<file path="config.mk">
export PLATFORM = sky130hd
export DESIGN_NAME = dmx_exec_top
export DESIGN_NICKNAME = d
export VERILOG_FILES = /design/src/shared/dmx_pkg.sv /design/src/logic/dmx_addr_gen.sv /design/src/logic/dmx_axil_slave.sv /design/src/logic/dmx_exec_top.sv
export VERILOG_INCLUDE_DIRS = /design/src /design/src/shared
export SDC_FILE = /design/constraint.sdc
export NUM_CORES = 1
export LEC_CHECK = 0
export BUFFER_PORTS_ARGS = -buffer_cell sky130_fd_sc_hd__buf_2
export CAP_MARGIN = 40
export CORE_AREA = 2 2 175 108
export CTS_BUF_LIST = sky130_fd_sc_hd__clkbuf_2 sky130_fd_sc_hd__clkbuf_4 sky130_fd_sc_hd__clkbuf_8
export CTS_CLUSTER_DIAMETER = 60
export CTS_CLUSTER_SIZE = 28
export DETAILED_ROUTE_END_ITERATION = 16
export DIE_AREA = 0 0 177 110
export PLACE_DENSITY = 0.73
export SLEW_MARGIN = 20
export SYNTH_ARGS = -nofsm -noshare
export SYNTH_HDL_FRONTEND = slang
export SYNTH_SLANG_ARGS = --single-unit
</file>
<file path="constraint.sdc">
create_clock -name CORE_CLK -period 7 [get_ports CORE_CLK]
set_input_delay 0.7 -clock CORE_CLK [delete_from_list [all_inputs] [get_ports CORE_CLK]]
set_output_delay 0.7 -clock CORE_CLK [all_outputs]
set_load 0.01 [all_outputs]
</file>
<file path="src/shared/dmx_consts.svh">
// constants of the data-move execution block: phases, encodings, map, resets
// assumes inclusion by bare name from the design modules and the bench
`ifndef DMX_CONSTS_SVH
`define DMX_CONSTS_SVH

// ----------------------------------------------------------------
// phases of one instruction cycle
// ----------------------------------------------------------------
`define DMX_PH_Q1 2'h0
`define DMX_PH_Q2 2'h1
`define DMX_PH_Q3 2'h2
`define DMX_PH_Q4 2'h3

// ----------------------------------------------------------------
// instruction encodings
// ----------------------------------------------------------------
`define DMX_ENC_MOVE 6'h14
`define DMX_ENC_COPY 4'hC
`define DMX_ENC_WORD2 4'hF
`define DMX_ENC_BANK 8'h01
`define DMX_ENC_PTR 10'h3B8
`define DMX_BIT_DEST 9
`define DMX_BIT_ACC 8

// ----------------------------------------------------------------
// data space
// ----------------------------------------------------------------
`define DMX_ACC_SPLIT 8'h60
`define DMX_IDX_LIMIT 8'h5F
`define DMX_ACC_HI_BANK 4'hF
`define DMX_WREG_ADDR 12'hFFF
`define DMX_IDX_PTR 2
`define DMX_PTR_COUNT 3

// ----------------------------------------------------------------
// register map, byte offsets
// ----------------------------------------------------------------
`define DMX_OFF_CTRL 8'h00
`define DMX_OFF_BANK 8'h04
`define DMX_OFF_PTR0 8'h08
`define DMX_OFF_PTR1 8'h0C
`define DMX_OFF_PTR2 8'h10
`define DMX_OFF_WREG 8'h14
`define DMX_OFF_STAT 8'h18
`define DMX_CTRL_EXT 0
`define DMX_RESP_OKAY 2'h0
`define DMX_RESP_SLVERR 2'h2

// ----------------------------------------------------------------
// reset values
// ----------------------------------------------------------------
`define DMX_RST_BANK 4'h0
`define DMX_RST_W 8'h00
`define DMX_RST_PTR 12'h000
`define DMX_RST_EXT 1'h0

`endif

</file>
<file path="src/shared/dmx_pkg.sv">
// types of the data-move execution block
// assumes the constants header sits beside it
package dmx_pkg;

	typedef enum logic [2:0] {
		OP_NONE = 3'b000,
		OP_MOVE = 3'b001,
		OP_COPY1 = 3'b010,
		OP_COPY2 = 3'b011,
		OP_PTR1 = 3'b100,
		OP_PTR2 = 3'b101,
		OP_BANK = 3'b110
	} dmx_op_t;

	typedef struct packed {
		logic aw_held;
		logic [7:0] awaddr;
		logic w_held;
		logic [31:0] wdata;
		logic [3:0] wstrb;
		logic bvalid;
		logic [1:0] bresp;
		logic rvalid;
		logic [31:0] rdata;
		logic [1:0] rresp;
	} dmx_axil_t;

	typedef struct packed {
		logic [1:0] phase;
		logic act;
		dmx_op_t op;
		logic [11:0] addr;
		logic self_w;
		logic dest;
		logic [7:0] data;
		logic [1:0] ptr_sel;
		logic [3:0] lit_hi;
		logic [7:0] lit;
		logic dm_rd;
		logic dm_wr;
		logic [11:0] dm_addr;
		logic [7:0] dm_wdata;
		logic [7:0] w;
		logic [3:0] bank;
		logic [2:0][11:0] ptr;
		logic ext_en;
		logic flag_n;
		logic flag_z;
	} dmx_core_t;

endpackage : dmx_pkg

</file>
<file path="src/logic/dmx_addr_gen.sv">
// banked address formation for the single-word file instructions
// assumes the bank and the index pointer come from flip-flops of the caller
`timescale 1ns/100ps
`include "dmx_consts.svh"

module dmx_addr_gen
(
	// instruction fields
	input wire logic [7:0] f,
	input wire logic acc_b,
	// core state
	input wire logic ext_en,
	input wire logic [3:0] bank,
	input wire logic [11:0] idx_ptr,
	// result
	output logic [11:0] addr,
	output logic indexed
);

	always_comb
	begin
		indexed = !acc_b && ext_en && (f <= `DMX_IDX_LIMIT);
		if (indexed)
			addr = idx_ptr + {4'h0, f};
		else if (acc_b)
			addr = {bank, f};
		else if (f < `DMX_ACC_SPLIT)
			addr = {4'h0, f};
		else
			addr = {`DMX_ACC_HI_BANK, f};
	end

endmodule : dmx_addr_gen

</file>
<file path="src/logic/dmx_axil_slave.sv">
// AXI4-Lite slave front end: one write and one read at a time
// assumes the owner decodes addresses and supplies read data combinationally
`timescale 1ns/100ps
`include "dmx_consts.svh"

module dmx_axil_slave
(
	// clock and reset
	input wire logic clk,
	input wire logic rst_b,
	// write channels
	input wire logic [7:0] awaddr,
	input wire logic awvalid,
	output logic awready,
	input wire logic [31:0] wdata,
	input wire logic [3:0] wstrb,
	input wire logic wvalid,
	output logic wready,
	output logic [1:0] bresp,
	output logic bvalid,
	input wire logic bready,
	// read channels
	input wire logic [7:0] araddr,
	input wire logic arvalid,
	output logic arready,
	output logic [31:0] rdata,
	output logic [1:0] rresp,
	output logic rvalid,
	input wire logic rready,
	// register side
	output logic wr_en,
	output logic [7:0] wr_addr,
	output logic [31:0] wr_data,
	output logic [3:0] wr_strb,
	input wire logic wr_ok,
	output logic [7:0] rd_addr,
	input wire logic [31:0] rd_data,
	input wire logic rd_ok
);

	dmx_pkg::dmx_axil_t r_reg;
	dmx_pkg::dmx_axil_t r_next;

	assign awready = !r_reg.aw_held;
	assign wready = !r_reg.w_held;
	assign arready = !r_reg.rvalid;
	assign bvalid = r_reg.bvalid;
	assign bresp = r_reg.bresp;
	assign rvalid = r_reg.rvalid;
	assign rdata = r_reg.rdata;
	assign rresp = r_reg.rresp;
	assign wr_addr = r_reg.awaddr;
	assign wr_data = r_reg.wdata;
	assign wr_strb = r_reg.wstrb;
	assign rd_addr = araddr;

	always_comb
	begin
		r_next = r_reg;
		wr_en = 1'b0;
		if (r_reg.bvalid && bready)
			r_next.bvalid = 1'b0;
		if (awvalid && !r_reg.aw_held)
		begin
			r_next.aw_held = 1'b1;
			r_next.awaddr = awaddr;
		end
		if (wvalid && !r_reg.w_held)
		begin
			r_next.w_held = 1'b1;
			r_next.wdata = wdata;
			r_next.wstrb = wstrb;
		end
		// the write waits for both halves and for the previous response to drain
		if (r_reg.aw_held && r_reg.w_held && !r_reg.bvalid)
		begin
			wr_en = 1'b1;
			r_next.aw_held = 1'b0;
			r_next.w_held = 1'b0;
			r_next.bvalid = 1'b1;
			r_next.bresp = wr_ok ? `DMX_RESP_OKAY : `DMX_RESP_SLVERR;
		end
		if (r_reg.rvalid && rready)
			r_next.rvalid = 1'b0;
		if (arvalid && !r_reg.rvalid)
		begin
			r_next.rvalid = 1'b1;
			r_next.rdata = rd_ok ? rd_data : 32'h00000000;
			r_next.rresp = rd_ok ? `DMX_RESP_OKAY : `DMX_RESP_SLVERR;
		end
	end

	always_ff @(posedge clk)
	begin
		if (!rst_b)
			r_reg <= '0;
		else
			r_reg <= r_next;
	end

endmodule : dmx_axil_slave

</file>
<file path="src/logic/dmx_exec_top.sv">
// execution of the pointer-load, file-move, register copy and bank-literal
// instructions, with four clock phases per instruction cycle
// assumes program memory offers words at phase Q1 and data memory answers a
// read one clock after DM_RD, writing at the clock edge that ends DM_WR
`timescale 1ns/100ps
`include "dmx_consts.svh"

module dmx_exec_top
(
	// clock and reset
	input wire logic CORE_CLK,
	input wire logic RST_B,
	// instruction words
	input wire logic [15:0] INSTR_WORD,
	input wire logic INSTR_VALID,
	output logic INSTR_READY,
	// data memory port
	output logic [11:0] DM_ADDR,
	output logic DM_RD,
	input wire logic [7:0] DM_RDATA,
	output logic DM_WR,
	output logic [7:0] DM_WDATA,
	// status flags
	output logic FLAG_N,
	output logic FLAG_Z,
	// register bus
	input wire logic [7:0] S_AXI_AWADDR,
	input wire logic S_AXI_AWVALID,
	output logic S_AXI_AWREADY,
	input wire logic [31:0] S_AXI_WDATA,
	input wire logic [3:0] S_AXI_WSTRB,
	input wire logic S_AXI_WVALID,
	output logic S_AXI_WREADY,
	output logic [1:0] S_AXI_BRESP,
	output logic S_AXI_BVALID,
	input wire logic S_AXI_BREADY,
	input wire logic [7:0] S_AXI_ARADDR,
	input wire logic S_AXI_ARVALID,
	output logic S_AXI_ARREADY,
	output logic [31:0] S_AXI_RDATA,
	output logic [1:0] S_AXI_RRESP,
	output logic S_AXI_RVALID,
	input wire logic S_AXI_RREADY
);

	dmx_pkg::dmx_core_t r;
	dmx_pkg::dmx_core_t n;
	logic wr_en;
	logic [7:0] wr_addr;
	logic [31:0] wr_data;
	logic [3:0] wr_strb;
	logic wr_ok;
	logic [7:0] rd_addr;
	logic [31:0] rd_data;
	logic rd_ok;
	logic [11:0] bank_addr;
	logic [7:0] src_byte;

	// ----------------------------------------------------------------
	// register bus
	// ----------------------------------------------------------------
	dmx_axil_slave u_bus
	(
		.clk(CORE_CLK),
		.rst_b(RST_B),
		.awaddr(S_AXI_AWADDR),
		.awvalid(S_AXI_AWVALID),
		.awready(S_AXI_AWREADY),
		.wdata(S_AXI_WDATA),
		.wstrb(S_AXI_WSTRB),
		.wvalid(S_AXI_WVALID),
		.wready(S_AXI_WREADY),
		.bresp(S_AXI_BRESP),
		.bvalid(S_AXI_BVALID),
		.bready(S_AXI_BREADY),
		.araddr(S_AXI_ARADDR),
		.arvalid(S_AXI_ARVALID),
		.arready(S_AXI_ARREADY),
		.rdata(S_AXI_RDATA),
		.rresp(S_AXI_RRESP),
		.rvalid(S_AXI_RVALID),
		.rready(S_AXI_RREADY),
		.wr_en(wr_en),
		.wr_addr(wr_addr),
		.wr_data(wr_data),
		.wr_strb(wr_strb),
		.wr_ok(wr_ok),
		.rd_addr(rd_addr),
		.rd_data(rd_data),
		.rd_ok(rd_ok)
	);

	// read-only registers accept writes silently; only holes answer with an error
	always_comb
	begin
		rd_ok = 1'b1;
		case (rd_addr)
			`DMX_OFF_CTRL: rd_data = {31'h00000000, r.ext_en};
			`DMX_OFF_BANK: rd_data = {28'h0000000, r.bank};
			`DMX_OFF_PTR0: rd_data = {20'h00000, r.ptr[0]};
			`DMX_OFF_PTR1: rd_data = {20'h00000, r.ptr[1]};
			`DMX_OFF_PTR2: rd_data = {20'h00000, r.ptr[2]};
			`DMX_OFF_WREG: rd_data = {24'h000000, r.w};
			`DMX_OFF_STAT: rd_data = {24'h000000, r.flag_z, r.flag_n, r.op, r.act, r.phase};
			default:
			begin
				rd_data = 32'h00000000;
				rd_ok = 1'b0;
			end
		endcase
		wr_ok = (wr_addr <= `DMX_OFF_STAT) && (wr_addr[1:0] == 2'h0);
	end

	// ----------------------------------------------------------------
	// address formation
	// ----------------------------------------------------------------
	dmx_addr_gen u_agen
	(
		.f(INSTR_WORD[7:0]),
		.acc_b(INSTR_WORD[`DMX_BIT_ACC]),
		.ext_en(r.ext_en),
		.bank(r.bank),
		.idx_ptr(r.ptr[`DMX_IDX_PTR]),
		.addr(bank_addr),
		.indexed()
	);

	assign INSTR_READY = (r.phase == `DMX_PH_Q1);
	assign DM_ADDR = r.dm_addr;
	assign DM_RD = r.dm_rd;
	assign DM_WR = r.dm_wr;
	assign DM_WDATA = r.dm_wdata;
	assign FLAG_N = r.flag_n;
	assign FLAG_Z = r.flag_z;
	// W is held here, so a read of its data address never goes to memory
	assign src_byte = r.self_w ? r.w : DM_RDATA;

	// ----------------------------------------------------------------
	// sequencing
	// ----------------------------------------------------------------
	always_comb
	begin
		n = r;
		n.phase = r.phase + 2'h1;
		if (wr_en && (wr_addr == `DMX_OFF_CTRL) && wr_strb[0])
			n.ext_en = wr_data[`DMX_CTRL_EXT];
		case (r.phase)
			`DMX_PH_Q1:
			begin
				n.act = INSTR_VALID;
				if (INSTR_VALID)
				begin
					n.op = dmx_pkg::OP_NONE;
					if (r.op == dmx_pkg::OP_COPY1)
					begin
						// a foreign second word cancels the copy and is dropped
						if (INSTR_WORD[15:12] == `DMX_ENC_WORD2)
						begin
							n.op = dmx_pkg::OP_COPY2;
							n.addr = INSTR_WORD[11:0];
							n.self_w = (INSTR_WORD[11:0] == `DMX_WREG_ADDR);
						end
					end
					else if (r.op == dmx_pkg::OP_PTR1)
					begin
						if (INSTR_WORD[15:12] == `DMX_ENC_WORD2)
						begin
							n.op = dmx_pkg::OP_PTR2;
							n.lit = INSTR_WORD[7:0];
						end
					end
					else if (INSTR_WORD[15:10] == `DMX_ENC_MOVE)
					begin
						n.op = dmx_pkg::OP_MOVE;
						n.addr = bank_addr;
						n.dest = INSTR_WORD[`DMX_BIT_DEST];
						n.self_w = (bank_addr == `DMX_WREG_ADDR);
					end
					else if (INSTR_WORD[15:12] == `DMX_ENC_COPY)
					begin
						n.op = dmx_pkg::OP_COPY1;
						n.addr = INSTR_WORD[11:0];
						n.self_w = (INSTR_WORD[11:0] == `DMX_WREG_ADDR);
					end
					else if (INSTR_WORD[15:6] == `DMX_ENC_PTR)
					begin
						n.op = dmx_pkg::OP_PTR1;
						n.ptr_sel = INSTR_WORD[5:4];
						n.lit_hi = INSTR_WORD[3:0];
					end
					else if (INSTR_WORD[15:8] == `DMX_ENC_BANK)
					begin
						n.op = dmx_pkg::OP_BANK;
						n.lit = INSTR_WORD[7:0];
					end
					// reads are issued only for the first cycle of a move or copy
					if ((n.op == dmx_pkg::OP_MOVE || n.op == dmx_pkg::OP_COPY1) && !n.self_w)
					begin
						n.dm_rd = 1'b1;
						n.dm_addr = n.addr;
					end
				end
			end
			`DMX_PH_Q2:
				n.dm_rd = 1'b0;
			`DMX_PH_Q3:
			begin
				if (r.act && (r.op == dmx_pkg::OP_MOVE || r.op == dmx_pkg::OP_COPY1))
					n.data = src_byte;
				if (r.act && r.op == dmx_pkg::OP_MOVE && r.dest && !r.self_w)
				begin
					n.dm_wr = 1'b1;
					n.dm_addr = r.addr;
					n.dm_wdata = DM_RDATA;
				end
				if (r.act && r.op == dmx_pkg::OP_COPY2 && !r.self_w)
				begin
					n.dm_wr = 1'b1;
					n.dm_addr = r.addr;
					n.dm_wdata = r.data;
				end
			end
			`DMX_PH_Q4:
			begin
				n.dm_wr = 1'b0;
				if (r.act)
				begin
					case (r.op)
						dmx_pkg::OP_MOVE:
						begin
							if (!r.dest || r.self_w)
								n.w = r.data;
							n.flag_n = r.data[7];
							n.flag_z = (r.data == 8'h00);
						end
						dmx_pkg::OP_COPY2:
							if (r.self_w)
								n.w = r.data;
						dmx_pkg::OP_PTR1:
							if (r.ptr_sel < `DMX_PTR_COUNT)
								n.ptr[r.ptr_sel][11:8] = r.lit_hi;
						dmx_pkg::OP_PTR2:
							if (r.ptr_sel < `DMX_PTR_COUNT)
								n.ptr[r.ptr_sel][7:0] = r.lit;
						dmx_pkg::OP_BANK:
							n.bank = r.lit[3:0];
						default:
							n.w = r.w;
					endcase
				end
			end
			default:
				n.phase = `DMX_PH_Q1;
		endcase
	end

	always_ff @(posedge CORE_CLK)
	begin
		if (!RST_B)
		begin
			r <= '0;
			r.w <= `DMX_RST_W;
			r.bank <= `DMX_RST_BANK;
			r.ptr <= {`DMX_PTR_COUNT{`DMX_RST_PTR}};
			r.ext_en <= `DMX_RST_EXT;
		end
		else
			r <= n;
	end
endmodule : dmx_exec_top

</file>
* Word level (Yosys, flattened, before mapping)
Index checks and enable logic that the tools add are counted.
** Cells by class
- Add/sub/neg operators :: 2
- Magnitude comparators :: 6
- Eq/ne operators :: 35
- Muxes and demuxes :: 55
- Bitwise logic cells :: 5
- Reduce and logical (&&, ||, !) cells :: 60
** Operators with widths (count)
- 12-bit two-way mux :: 7
- 12-bit one-hot mux with 7 select lines :: 1
- 36-bit bitwise mux :: 2
- 36-bit two-way mux :: 2
- 36-bit one-hot mux with 2 select lines :: 1
- 16-bit two-way mux :: 4
- 8-bit two-way mux :: 8
- 12-bit demux with 2-bit select :: 2
- 14-bit two-way mux :: 3
- 21-bit two-way mux :: 2
- 35-bit two-way mux :: 1
- 12-bit == test, second input constant :: 2
- 8-bit by 5-bit == test with 1-bit output, second input constant :: 3
- 8-bit zero test :: 3
- 12-bit one-hot mux with 2 select lines :: 1
- 1-bit logical AND :: 20
- 3-bit two-way mux :: 6
- 2-bit nonzero test :: 9
- 8-bit by 4-bit == test with 1-bit output, second input constant :: 2
- 8-bit one-hot mux with 2 select lines :: 1
- 15-bit two-way mux :: 1
- 5-bit AND reduction :: 3
- 2-bit != test, second input constant :: 7
- 13-bit two-way mux :: 1
- 35 further kinds :: 71
** Storage, ports and cells
- Bits in registers :: 165
- Input port bits :: 84
- Word-level logic and storage cells :: 195

* Depth between registers and ports, before layout
- Word-level depth :: 16
- Mapped depth :: 12
- Mapped depth without buffers :: 11

* Hierarchy
From an unflattened synthesis, not the netlist that was laid out.
** Second synthesis, totals
- Cells, all modules :: 1162
- Area, all modules :: 10466.3 um^2
** By module, submodules not included
- dmx_exec_top :: instances 1, cells an instance 628, area each 5933.2 um^2, seq. area each 2302.2 um^2
- dmx_axil_slave :: instances 1, cells an instance 442, area each 3877.5 um^2, seq. area each 1641.6 um^2
- dmx_addr_gen :: instances 1, cells an instance 92, area each 655.6 um^2, seq. area each 0.0 um^2

* Worst setup path after synthesis
No wires, ideal clock.
- Path kind :: input to register
- Start :: in INSTR_WORD[0]
- End :: reg r, in the netlist DM_ADDR[10]
- Library setup time :: 0.072 ns
- Data arrival time :: 3.389 ns
- Path slack :: 3.539 ns
- Stages on the path :: 12
- Cells stage by stage :: ha_1 -> inv_1 -> fa_1 -> nand2b_1 -> a21oi_1 -> o22a_1 -> mux2i_1 -> a2111o_1 -> a2111o_1 -> a32oi_2 -> buf_6 -> mux2i_1
** Between the ends
- Word-level cells in the longest chain between the ends :: 14
** Ends and longest elaborated chain
- start, declared :: RTL line dmx_exec_top.sv:14 : input wire logic [15:0] INSTR_WORD,
- 8-bit by 7-bit < comparator with 1-bit output (no source line)
- 12-bit two-way mux :: RTL line dmx_addr_gen.sv:27 : else if (f < `DMX_ACC_SPLIT)
- 12-bit two-way mux :: RTL line dmx_addr_gen.sv:25 : else if (acc_b)
- 12-bit two-way mux :: RTL line dmx_addr_gen.sv:23 : if (indexed)
- 12-bit == test (no source line)
- 16-bit two-way mux :: RTL line dmx_exec_top.sv:172 : else if (INSTR_WORD[15:10] == `DMX_ENC_MOVE)
- 14-bit two-way mux :: RTL line dmx_exec_top.sv:164 : else if (r.op == dmx_pkg::OP_PTR1)
- 16-bit two-way mux (*) :: RTL line dmx_exec_top.sv:154 : if (r.op == dmx_pkg::OP_COPY1)
- 16-bit two-way mux (*) :: RTL line dmx_exec_top.sv:151 : if (INSTR_VALID)
- 16-bit two-way mux (*) :: RTL line dmx_exec_top.sv:147 : case (r.phase)
- 1-bit zero test :: RTL line dmx_exec_top.sv:197 : if ((n.op == dmx_pkg::OP_MOVE || n.op == dmx_pkg::OP_COPY1) && !n.self_w)
- 1-bit logical AND :: RTL line dmx_exec_top.sv:197
- 2-bit by 1-bit != test with 1-bit output (no source line)
- 4-bit AND reduction (no source line)
- end signal, assigned :: RTL line dmx_exec_top.sv:268 : r <= n;
- end, declared :: RTL line dmx_exec_top.sv:46 : dmx_pkg::dmx_core_t r;
Every way passes the cells marked *; elsewhere a longest branch is shown, timed or not. The select of a mux whose other input is x is not followed.
A chain may end at the register's enable or synchronous reset.

* Final worst setup path
- Start :: in INSTR_WORD[0]
- End :: reg r, in the netlist DM_ADDR[2]
The elaborated chain is that of the path after synthesis.

==> impl_results.md <==
- Yosys warns: 0
- Critical path origin: INSTR_WORD[0]
- Clock Skew: 0.0155 ns
- Worst skew pair latency: 0.45 ns
- Post-synthesis simple-gate area fraction: 21.5%
- Cell Chain, Critical Path: buf_2 > ha_1 > inv_1 > fa_1 > nand2b_1 > a21oi_1 > o22a_1 > mux2i_1 > a2111o_1 > a2111o_1 > a32oi_2 > mux2i_1
- Worst rel slew slack: 29.5%
- Worst-path clk slew: 0.09 ns
- Compound-Gate Fraction of Synth Area: 18.4%
- Crit path DAT: 4.42 ns
- Syn Area/Cell: 8.67 um2
- Number of setup violations in the final report: 0
- Die height: 110 um
- Initial antenna violation count: 1
- Max Freq: 247 MHz
- Tcrit/Tclk final: 57.9%
- R2R setup slack: 3.01 ns
- Post-route DRC: 0
- H-tree depth: 4
- Crit Path Category: in2reg
- Register bit total from synthesis: 143
- Syn Std Cell Area: 7920 um2
- Total grt overflow: 0
- Largest net degree at the start of global routing: 99
- Hold_buf cts: 0
- DP HPWL: 15.6 mm
- Post-synth EDFFs: 0
- Layout Nets: 1042
- Max Slew Vio Count: 0
- Crit-path slowest cell: a32oi_2
- Die Area: 19500 um2
- Root buf cell: clkbuf_8
- Crit path max fanout: 12
- Fin util: 48.3%
- R2R Path End: DM_ADDR[2]
- HP Class: in2reg
- Async set-reset flop share out of synthesis: 0%
- Setup Fix Bufs, Post-CTS: 0
- Leading area contributor after synthesis: dfxtp_1
- WL per Instance: 17.7 um
- Leakage power: 0.00374 uW
- Top cell family by delay on the critical path: compound AO/OA/AOI/OAI gates
- MaxCap Viol Count: 0
- Total vias in the final route: 6786
- Register area share after synthesis: 36.1%
- Final ANT Viol Nets: 0
- CP required: 7.37 ns
- Die Width: 177 um
- FF-to-FF path depth: 11
- Final WL: 21.2 mm
- DRT Pass-1 Iters: 5
- Main combinational cell family by area after synthesis: simple AND/OR/NAND/NOR gates
- IO Count: 150
- Worst vdd ir: 0.000112 V
- Initial Utilization: 44.4%
- Worst Max-Slew Pin Slew: 1.06 ns
- All-Layer GR Usage: 22.0%
- Netlist cell types: 65
- Dpl ws: 2.52 ns
- Type of element launching the critical path: primary input
- Area share of the largest cell type after synthesis: 36.1%
- Power, Total: 1710 uW
- Number of global-route vias before repair: 6167
- Largest register FFs: 91
- Setup_tns: 0 ns
- Port bufs: 93
- Global-route wire length before repair: 33.5 mm
- Gpl congestion: 0.934
- Num CTS Buffers: 17
- CTS resizes: 0
- Worst path depth: 12
- RSZ-0062 raised after global routing: no
- Largest cells by area after synthesis: dfxtp_1 36%, mux2i_1 12%, nor2b_1 6.9%
- Via-to-Cell Ratio: 5.66
- Synth cell count leaders: 143 x dfxtp_1, 99 x nand2_1, 96 x mux2i_1
- 1st-iter DRT viols: 633
- Setup crit end: DM_ADDR[2]
- Rows: 38
- Power Dens Cells: 198 nW/um2
- Count of final hold-check violations: 0
- Mux share of post-synthesis cell area: 12.6%
- Clk sink count: 143
- Adder-cell share of the synthesized area: 2.15%
- Worst path max stage delay: 0.90 ns
- CP Capture Type: flip-flop
- Post-Synth XOR/XNOR Area: 0.442%
- Post-route setup slack: 2.95 ns
- CP bufs+invs: 2
- Status: complete, no violations
- Area Growth Syn to Fin: 8.75%
- Clock buffer depth: 2
- Core box area: 17800 um2
- Share of cells above drive strength 1: 15.0%
- Crit Reg-Reg Startpoint: r[27]
- Synth Instances: 914
- CTS tree: done
- Period minus WS final: 4.05 ns
- Most frequent cell after synthesis: dfxtp_1
- Top flip-flop cell by instance count after synthesis: dfxtp_1
[metrics by stage]
step,std cells,cell area [um2],hold WS [ns]
6_report,1199,8620,0.459
5_1_grt,1198,8610,0.436
4_1_cts,1198,8610,0.443
3_5_place_dp,1166,8210,0.453
3_3_place_gp,1164,8170,0.446
2_1_floorplan,935,8000,0.438
[area by class of cell]
| cell class | count | area, um2 |
|---|---|---|
| Fill cell | 1738 | 9210 |
| Multi-Input combinational cell | 667 | 4450 |
| Sequential cell | 143 | 2860 |
| Timing Repair Buffer | 99 | 533 |
| Tap cell | 240 | 300 |
| Clock buffer | 19 | 255 |
| Clock inverter | 13 | 150 |
| Inverter | 17 | 63.8 |
| Antenna cell | 1 | 2.50 |
[logic make-up after synthesis]
kind of cell    after synthesis
other cells                   1
xor+xnor                      4
mux                          98
fa+ha+maj                    13
buf+inv                     125
simple gates                329
compound gates              201
flops                       143
[where the power goes]
| group | switching, uW | leakage (uW) | internal, uW |
|---|---|---|---|
| Clock | 353 | 0.000195 | 337 |
| Sequential | 15.4 | 0.00116 | 827 |
| Combinational | 107 | 0.00238 | 68.6 |
[placed cells by master, fill, tap and decap left out, types with 21 or more instances in the layout]
master	n
a21oi_1	43
mux2i_1	96
nor2_1	38
dfxtp_1	143
o211a_1	21
nand2_1	99
conb_1	22
nor2b_1	87
buf_2	92
o21ai_0	28
[per-layer routing]
layer | share of wire (%) | GRT usage, %
met1 | 49 | 32.3
met2 | 40 | 30.4
met4 | 1.1 | 5.14
met5 | 0 | 0
met3 | 11 | 7.68
[worst min-delay path, cell delays in order]
cell and delay, ns:
buf_2 0.08, nor2_1 0.03, nor2_1 0.07
[how the worst min path moves through the flow]
stage | depth (start not counted) | slack [ns] | endpoint | from
after floorplan | 2 | 0.44 | DM_ADDR[8] | DM_ADDR[8]
after global placement | 2 | 0.45 | DM_ADDR[11] | DM_ADDR[11]
after detailed placement | 2 | 0.45 | DM_ADDR[5] | DM_ADDR[5]
after CTS | 3 | 0.44 | u_bus.r_reg[83] | S_AXI_AWVALID
after global routing | 3 | 0.44 | u_bus.r_reg[83] | S_AXI_AWVALID
final | 3 | 0.46 | u_bus.r_reg[83] | S_AXI_AWVALID
No activity file was read; power rests on OpenSTA's default activity.
